### config.mk
export PLATFORM = sky130hd
export DESIGN_NAME = ccsr_regs
export DESIGN_NICKNAME = d
export VERILOG_FILES = /design/src/core/ccsr_pkg.sv /design/src/core/ccsr_flag_if.sv /design/src/core/ccsr_flag_bank.sv /design/src/core/ccsr_regs.sv
export SDC_FILE = /design/constraint.sdc
export NUM_CORES = 1
export LEC_CHECK = 0
export BUFFER_PORTS_ARGS = -buffer_cell sky130_fd_sc_hd__buf_4
export CAP_MARGIN = 20
export CORE_MARGIN = 2
export CORE_UTILIZATION = 38
export CTS_CLUSTER_DIAMETER = 100
export CTS_CLUSTER_SIZE = 8
export DETAILED_ROUTE_END_ITERATION = 12
export PLACE_DENSITY = 0.82
export SYNTH_ARGS = -nofsm -noshare
export SYNTH_HDL_FRONTEND = slang
export SYNTH_SLANG_ARGS = --single-unit
### constraint.sdc
create_clock -name core_clk -period 0.9 [get_ports core_clk]
set_input_delay 0.09 -clock core_clk [delete_from_list [all_inputs] [get_ports core_clk]]
set_output_delay 0.09 -clock core_clk [all_outputs]
set_load 0.005 [all_outputs]
### src/core/ccsr_pkg.sv
// ccsr_pkg: constants and types for the card configuration and status registers
package ccsr_pkg;

  // ==========================================================================
  // widths
  localparam int CFG_W      = 64;
  localparam int STAT_W     = 32;
  localparam int CFG_RSVD_W = 16;
  localparam int CFG_MFR_W  = 32;

  // ==========================================================================
  // configuration register fields
  localparam int                 CFG_LAYOUT_LSB   = 60;
  localparam int                 CFG_PHYS_LSB     = 56;
  localparam int                 CFG_ERASE_BIT    = 55;
  localparam int                 CFG_SEC_LSB      = 52;
  localparam int                 CFG_WIDTH_LSB    = 48;
  localparam logic [3:0]         LAYOUT_V1_0      = 4'h0;
  localparam logic [3:0]         PHYS_V1_01       = 4'h0;
  localparam logic               ERASE_DEFAULT    = 1'b0;
  localparam logic [2:0]         SEC_NONE         = 3'h0;
  localparam logic [2:0]         SEC_PROT_2_0     = 3'h2;
  localparam logic [3:0]         WIDTH_DEFAULT    = 4'h5;
  localparam logic [3:0]         WIDTH_REQ_MASK   = 4'h5;
  localparam logic [3:0]         WIDTH_RSVD_MASK  = 4'ha;
  localparam logic [15:0]        CFG_RSVD_VAL     = 16'h0000;
  localparam logic [31:0]        CFG_MFR_VAL      = 32'h0000_0000;
  localparam logic [CFG_W-1:0]   CFG_DATA_RESET   = 64'h0000_0000_0000_0000;

  // ==========================================================================
  // status word bit positions
  localparam int BIT_ARG_RANGE_FAULT     = 31;
  localparam int BIT_ADDR_ALIGN_FAULT    = 30;
  localparam int BIT_XFER_LENGTH_FAULT   = 29;
  localparam int BIT_ERASE_ORDER_FAULT   = 28;
  localparam int BIT_ERASE_SELECT_FAULT  = 27;
  localparam int BIT_PROTECTED_WR_FAULT  = 26;
  localparam int BIT_HOST_LOCK_FLAG      = 25;
  localparam int BIT_LOCK_CMD_FAULT      = 24;
  localparam int BIT_CMD_CHECK_FAULT     = 23;
  localparam int BIT_STATE_CMD_FAULT     = 22;
  localparam int BIT_ECC_UNCORR_FAULT    = 21;
  localparam int BIT_CONTROLLER_FAULT    = 20;
  localparam int BIT_GENERAL_FAULT       = 19;
  localparam int BIT_RSVD_HI             = 18;
  localparam int BIT_RSVD_LO             = 17;
  localparam int BIT_ID_REG_REWRITE_FAULT = 16;
  localparam int BIT_ERASE_SKIP_FLAG     = 15;
  localparam int BIT_ECC_OFF_FLAG        = 14;
  localparam int BIT_ERASE_ABORT_FLAG    = 13;
  localparam int STATE_LSB               = 9;
  localparam logic [STAT_W-1:0] STAT_RESET = 32'h0000_0000;

  typedef enum logic [3:0] {
    CS_IDLE, CS_READY, CS_IDENT, CS_STANDBY, CS_TRANSFER,
    CS_DATA, CS_RECEIVE, CS_PROGRAM, CS_DISCONNECT
  } ccsr_card_state_t;

  // one-hot status mask for a bit position
  function automatic logic [STAT_W-1:0] stat_bit(input int pos);
    logic [STAT_W-1:0] m;
    m = STAT_RESET;
    m[pos] = 1'b1;
    return m;
  endfunction

endpackage

### src/core/ccsr_flag_if.sv
// ccsr_flag_if: set, clear and flag vectors between the status logic and its flag bank
`timescale 1ns/1ps
interface ccsr_flag_if;
  logic [ccsr_pkg::STAT_W-1:0] set_vec;
  logic [ccsr_pkg::STAT_W-1:0] clr_vec;
  logic [ccsr_pkg::STAT_W-1:0] flags;

  modport owner (
    input  set_vec,
    input  clr_vec,
    output flags
  );

  modport user (
    output set_vec,
    output clr_vec,
    input  flags
  );
endinterface

### src/core/ccsr_flag_bank.sv
// ccsr_flag_bank: sticky status flags where a set always beats a clear
`timescale 1ns/1ps
module ccsr_flag_bank #(
  parameter logic [ccsr_pkg::STAT_W-1:0] KEEP_MASK = 32'hffff_ffff
) (
  input wire logic   core_clk,
  input wire logic   resetn,
  ccsr_flag_if.owner flg
);
  import ccsr_pkg::*;

  // ==========================================================================
  // flag storage
  // bits outside KEEP_MASK never hold state, so reserved bits stay at zero
  always_ff @(posedge core_clk or negedge resetn) begin
    if (!resetn) begin
      flg.flags <= STAT_RESET;
    end else begin
      flg.flags <= ((flg.flags & ~flg.clr_vec) | flg.set_vec) & KEEP_MASK;
    end
  end

endmodule

### src/core/ccsr_regs.sv
// ccsr_regs: fixed card feature configuration and the upper card status word
// Operation
// - 64-bit read-only factory feature configuration word
// - bits 63:60 report layout version, 0
// - bits 59:56 report physical-layer revision, 0
// - bit 55 reports erased data value zero
// - bits 54:52 security algorithm code, two
// - writable card must report non-zero security
// - bits 51:48 width mask, at least 0101
// - bits 47:0 read as zero
// - execution flags set anytime, returned on poll
// - response flags set for causing command
// - previous-command flags delayed clear; others clear-on-read
// - bit 31 argument arg_range_fault
// - bit 30 misaligned address, clear on read
// - bit 29 bad block length, clear on read
// - bits 28, 27 erase order and selection
// - bit 26 protected write; bit 15 skip
// - bit 25 follows host lock state
// - bits 23, 22 check and state faults
// - bits 21, 20, 19 faults; 14 ecc off
// - bit 16 identity or protect rewrite fault
// - bit 13 erase sequence abandoned, clear-on-read
// - bits 12:9 card state at reception
`timescale 1ns/1ps
module ccsr_regs #(
  parameter logic [2:0] SECURITY_CODE = ccsr_pkg::SEC_PROT_2_0,
  parameter logic [3:0] WIDTH_MASK    = ccsr_pkg::WIDTH_DEFAULT,
  parameter logic       ERASE_VALUE   = ccsr_pkg::ERASE_DEFAULT,
  parameter logic       WRITABLE      = 1'b1
) (
  input  wire logic                              core_clk,
  input  wire logic                              resetn,
  input  wire logic                              cmd_rx,
  input  wire logic                              cmd_crc_fail,
  input  wire logic                              cmd_illegal,
  input  wire logic [ccsr_pkg::STAT_W-1:0]       resp_set,
  input  wire logic [ccsr_pkg::STAT_W-1:0]       exec_set,
  input  wire logic                              host_lock_flag,
  input  wire logic                              ecc_off,
  input  wire ccsr_pkg::ccsr_card_state_t        card_state,
  input  wire logic                              cfg_rd,
  output      logic                              cfg_ack,
  output      logic [ccsr_pkg::CFG_W-1:0]        cfg_data,
  output      logic                              resp_valid,
  output      logic [ccsr_pkg::STAT_W-1:0]       resp_status
);
  import ccsr_pkg::*;

  // ==========================================================================
  // elaboration checks
  generate
    if (WRITABLE && (SECURITY_CODE == SEC_NONE)) begin : g_chk_sec
      $error("writable card needs a security code");
    end
    if (SECURITY_CODE > SEC_PROT_2_0) begin : g_chk_sec_rsvd
      $error("security code is reserved");
    end
    if ((WIDTH_MASK & WIDTH_REQ_MASK) != WIDTH_REQ_MASK) begin : g_chk_width
      $error("one-line and four-line widths must both be set");
    end
    if ((WIDTH_MASK & WIDTH_RSVD_MASK) != 4'h0) begin : g_chk_width_rsvd
      $error("reserved bus width bits set");
    end
  endgenerate

  // ==========================================================================
  // feature configuration word
  localparam logic [CFG_W-1:0] CFG_WORD = {
    LAYOUT_V1_0,
    PHYS_V1_01,
    ERASE_VALUE,
    SECURITY_CODE,
    WIDTH_MASK,
    CFG_RSVD_VAL,
    CFG_MFR_VAL
  };

  // held in flip-flops only so the read data comes from a register
  always_ff @(posedge core_clk or negedge resetn) begin
    if (!resetn) begin
      cfg_data <= CFG_DATA_RESET;
    end else if (cfg_rd) begin
      cfg_data <= CFG_WORD;
    end
  end

  always_ff @(posedge core_clk or negedge resetn) begin
    if (!resetn) begin
      cfg_ack <= 1'b0;
    end else begin
      cfg_ack <= cfg_rd;
    end
  end

  // ==========================================================================
  // status bit classes
  // execution-time faults, settable at any time
  localparam logic [STAT_W-1:0] EXEC_MASK =
    stat_bit(BIT_ARG_RANGE_FAULT)      |
    stat_bit(BIT_ERASE_SELECT_FAULT)   |
    stat_bit(BIT_PROTECTED_WR_FAULT)   |
    stat_bit(BIT_ERASE_SKIP_FLAG)      |
    stat_bit(BIT_LOCK_CMD_FAULT)       |
    stat_bit(BIT_ECC_UNCORR_FAULT)     |
    stat_bit(BIT_CONTROLLER_FAULT)     |
    stat_bit(BIT_GENERAL_FAULT)        |
    stat_bit(BIT_ID_REG_REWRITE_FAULT);

  // faults found while decoding the command being answered
  localparam logic [STAT_W-1:0] RESP_MASK =
    stat_bit(BIT_ADDR_ALIGN_FAULT)     |
    stat_bit(BIT_XFER_LENGTH_FAULT)    |
    stat_bit(BIT_ERASE_ORDER_FAULT)    |
    stat_bit(BIT_ERASE_ABORT_FLAG);

  // faults of a command that got no answer, shown on the next one
  localparam logic [STAT_W-1:0] PREV_MASK =
    stat_bit(BIT_CMD_CHECK_FAULT)      |
    stat_bit(BIT_STATE_CMD_FAULT);

  localparam logic [STAT_W-1:0] READ_CLR_MASK = EXEC_MASK | RESP_MASK;
  localparam logic [STAT_W-1:0] KEEP_MASK     = READ_CLR_MASK | PREV_MASK;

  // ==========================================================================
  // flag bank
  ccsr_flag_if flg ();

  logic [STAT_W-1:0] next_set;
  logic [STAT_W-1:0] next_clr;
  logic [STAT_W-1:0] resp_hits;
  logic [STAT_W-1:0] exec_hits;

  always_comb begin
    exec_hits = exec_set & EXEC_MASK;
    resp_hits = cmd_rx ? (resp_set & RESP_MASK) : STAT_RESET;
  end

  always_comb begin
    // response faults go out at once; storing them would report them twice
    next_set = exec_hits;
    if (cmd_crc_fail) begin
      next_set = next_set | stat_bit(BIT_CMD_CHECK_FAULT);
    end
    if (cmd_illegal) begin
      next_set = next_set | stat_bit(BIT_STATE_CMD_FAULT);
    end
  end

  // every answered command reports the flags, so that is the read that clears
  always_comb begin
    if (cmd_rx) begin
      next_clr = READ_CLR_MASK | PREV_MASK;
    end else begin
      next_clr = STAT_RESET;
    end
  end

  assign flg.set_vec = next_set;
  assign flg.clr_vec = next_clr;

  ccsr_flag_bank #(
    .KEEP_MASK (KEEP_MASK)
  ) u_flags (
    .core_clk (core_clk),
    .resetn   (resetn),
    .flg      (flg)
  );

  // ==========================================================================
  // response word
  // faults of a rejected command in this cycle are left for the next answer
  logic [STAT_W-1:0] next_status;

  always_comb begin
    next_status = flg.flags | exec_hits | resp_hits;
    next_status[BIT_HOST_LOCK_FLAG] = host_lock_flag;
    next_status[BIT_ECC_OFF_FLAG] = ecc_off;
    next_status[STATE_LSB +: 4] = card_state;
    next_status[BIT_RSVD_HI] = 1'b0;
    next_status[BIT_RSVD_LO] = 1'b0;
  end

  always_ff @(posedge core_clk or negedge resetn) begin
    if (!resetn) begin
      resp_status <= STAT_RESET;
    end else if (cmd_rx) begin
      resp_status <= next_status;
    end
  end

  always_ff @(posedge core_clk or negedge resetn) begin
    if (!resetn) begin
      resp_valid <= 1'b0;
    end else begin
      resp_valid <= cmd_rx;
    end
  end
endmodule

Word level (Yosys, flattened, before mapping):

Cells that the tools add are included.

* mux-type cells: 4
* bitwise operators: 5

Operators by type and width (count)
* bitwise OR 32 bit: 2
* bitwise AND 32 bit: 1
* two-way mux 32 bit: 1
* inverter 32 bit: 1
* bitwise OR 32 x 31 -> 32 bit: 1
* two-way mux 31 bit: 1
* two-way mux 24 bit: 1
* two-way mux 23 bit: 1

* flip-flop bits (word level): 48
* input port bits: 76
* output and inout port bits: 98
* logic and storage cells: 14

Longest topological paths before layout:

* depth in word-level cells: 4
* depth in mapped cells: 4
* gate-level depth less buffers: 2

Hierarchy:

A second synthesis with hierarchy kept.

* cells, all modules: 224
* area total of the unflattened synthesis: 2461.1 µm²

Modules (own cells, without submodules)
* ccsr_regs: instances 1, cells an instance 161, area an instance 1785.5 µm²
* ccsr_flag_bank: instances 1, cells an instance 63, area an instance 675.6 µm²

Worst setup path after synthesis:

Ideal clock, no wire load.

* path kind: register to register
* start point: reg cfg_data[48] (netlist name)
* end point: reg cfg_data[48] (netlist name)
* setup time: 0.127 ns
* arrival time: 0.672 ns
* slack: 0.101 ns
* stages on the path, launching flop included: 2
* buffers on the path: 0
* period minus slack after synthesis: 0.799 ns
* cell sequence: dfrtp_1 or2_2

Worst setup path in the final report:

* start point: reg cfg_data[48] (netlist name)
* end point: out cfg_data[50] in the netlist's numbering

RTL lines
* end, declared: line ccsr_regs.sv:44 `output logic [ccsr_pkg::CFG_W-1:0] cfg_data,`

No word-level cell between the ends.

==> flow_summary_export.csv <==
group,metric,value,unit
outcome,outcome,"finished with violations",
outcome,violations,"setup timing",
floorplanning,fp.dieArea,0.00579,sq mm
placed_design,portBuffers,50,
yosys,synth_top_family_by_area,"buffers and inverters",
setup_path,r2r-end,"resp_status[30]",
floorplanning,die_x,76.1,um
drt,routed_wirelength,3410,um
setup_path,reg2reg_from,"resp_status[30]",
timing,fin_tns_setup,-0.114,ns
setup_path,crit_fanout,4,
timing,setup_ws,-0.0334,ns
layout,finalNetCount,333,
placed_design,routabilityCongestion,0.682,
clock_tree,path_clk_slew,0.08,ns
setup_path,required,0.81,ns
grt,track_usage,11.4,%
layout,syn2layout_area_growth,29.8,%
layout,stdcell_count,328,
drt,drtIter0Drc,14,
floorplanning,placement_rows,26,
setup_path,end_kind,"primary output",
layout,antenna_cells,0,
drt,drcViolationCount,0,
setup_path,cp_slowest_cell,"dfrtp_1",
placed_design,placed_cell_area,0.00213,sq mm
yosys,synthCells,183,
yosys,synth_compound_area_share,8.80,%
layout,final_area,0.00256,sq mm
setup_path,critPathLaunch,"cfg_data[48]",
yosys,syn_avg_cell_area,10.8,sq um
setup_path,cp_top_family,"flip-flops",
setup_path,cp.arrival,0.84,ns
placed_design,dpl_worst_slack,-0.0410,ns
timing,finalCriticalPeriod,0.933,ns
yosys,synth-xor-area-share,0,%
timing,setup_viol,8,
yosys,synth_area,0.00198,sq mm
clock_tree,cts_tree,"yes",
setup_path,worst-setup-path-type,"flip-flop to primary output",
grt,antenna_found_initial,0,
yosys,synth-simple-area-share,6.52,%
clock_tree,clock_path_buffers,2,
worst_hold_path,hold_path_depth,2,
clock_tree,root_buffer,"clkbuf_8",
clock_tree,cts_made_buffers,5,
placed_design,dp.cells,297,
clock_tree,cts_sinks,39,
timing,clock_skew,0.00293,ns
timing,finalMaxSlewViolations,0,
drt,vias_per_cell,3.79,
setup_path,crit_chain,"buf_4",
yosys,synth_adder_area_share,0,%
flow_run,maxCapViolCount,0,
timing,hold_viol,0,
setup_path,reg2regPathDepth,4,
timing,fmax,1070,MHz
yosys,ys_seq_elements,39,
layout,final_core_utilization,50.5,%
layout,drive_gt1_share,33.7,%
setup_path,critPathBufInv,1,
setup_path,critPathCapture,"cfg_data[50]",
floorplanning,die_y,76.1,um
clock_tree,worst_skew_pair.late_latency,0.29,ns
grt,grt_pass1_wl,5260,um
yosys,ys_seq_area_share,49.4,%
power_and_ir_drop,power.total,4.37,mW
power_and_ir_drop,p_per_area,1700,mW/mm^2
setup_path,slowest_delay,0.41,ns
floorplanning,core_area,0.00507,sq mm
drt,ant_nets,0,
power_and_ir_drop,peakVddDrop,1.01,mV
placed_design,hpwl,2230,um
setup_path,critPathLaunchType,"flip-flop",
timing,timing.hold.ws,0.0316,ns
timing,fin_crit_sh,104,%
clock_tree,htreeDepth,2,
yosys,ys_warn_count,0,
drt,drt_pass1_iterations,3,
power_and_ir_drop,p_leak,1.29,nW
worst_hold_path,hp-class,"primary input to flip-flop",
drt,vias,1242,
setup_path,r2r_slack,0.01,ns
grt,grt_pass1_vias,1083,
timing,rsz0062_at_grt,"true",
floorplanning,initial_utilization,38.9,%
floorplanning,ios,174,
layout,n_fill_cell,462,
yosys,synth_cell_types,13,
setup_path,path_depth,1,
yosys,synthMuxAreaShare,4.56,%
drt,wl_per_cell,10.4,um
grt,grt_max_degree,40,
grt,grt_overflow_total,0,
-- Yosys cell counts (all sizes together) --
| cell type | number | area (sq um) |
|---|---|---|
| buf | 79 | 599 |
| dfrtp | 39 | 976 |
| nor2 | 26 | 97.6 |
| a21oi | 13 | 91.3 |
| a21o | 11 | 82.6 |
| mux2 | 8 | 90.1 |
| nor2b | 4 | 25.0 |
| conb | 1 | 3.75 |
| inv | 1 | 3.75 |
| or2 | 1 | 6.26 |
-- state kept, by name (all words and copies together), names as in the netlist --
name,cells
resp_status,21
u_flags.flg.flags,15
cfg_ack,1
cfg_data,1
resp_valid,1
-- area by class of cell --
class                           count  area, sq um  area share (%)
Inverter                            1         3.75           0.146
Clock inverter                      3         67.6            2.64
Timing Repair Buffer               75          691            26.9
Clock buffer                        5         68.8            2.68
Tap cell                           70         87.6            3.42
Sequential cell                    39          976            38.1
Multi-Input combinational cell    135          669            26.1
-- layer usage --
metal	global-route usage (%)	part of all wire [%]
met1	12.9	37
met2	20.0	53
met3	4.15	8.5
met4	3.82	1.4
met5	0	0
-- worst min path at each step --
stage / endpoint / start / slack [ns]
floorplan: cfg_ack / resetn / -0.21
global placement: resp_status[25] / resetn / 0.09
detailed placement: resp_status[25] / resetn / 0.09
CTS: resp_status[11] / card_state[2] / 0.02
global route: resp_status[25] / host_lock_flag / 0.02
finish: resp_status[11] / card_state[2] / 0.03
-- cells in the final DEF (no fill, tap or decap), drive strengths merged --
cell,instances
a21o,11
a21oi,13
buf,62
bufinv,2
clkbuf,5
clkinvlp,1
conb,72
dfrtp,39
dlygate4sd3,13
inv,1
mux2,8
nor2,26
nor2b,4
or2,1
-- kinds of logic after synthesis --
group / Yosys count
flops: 39
other cells: 1
mux: 8
buf+inv: 80
simple gates: 31
compound gates: 24
-- report_power, final --
| group | total, mW | internal, mW | switching [mW] |
|---|---|---|---|
| clock | 1.74 | 1.11 | 0.637 |
| combinational | 0.676 | 0.396 | 0.280 |
| sequential | 1.95 | 1.87 | 0.0802 |
| total | 4.37 | 3.37 | 0.997 |
-- what timing repair did --
item,CTS,global route
pin swaps,0,0
resized for setup,16,8
endpoints found under the hold margin,52,0
hold buffers,13,0
buffers inserted,4,6
endpoints found under the setup margin,22,26
Power figures use the tool's default switching activity.
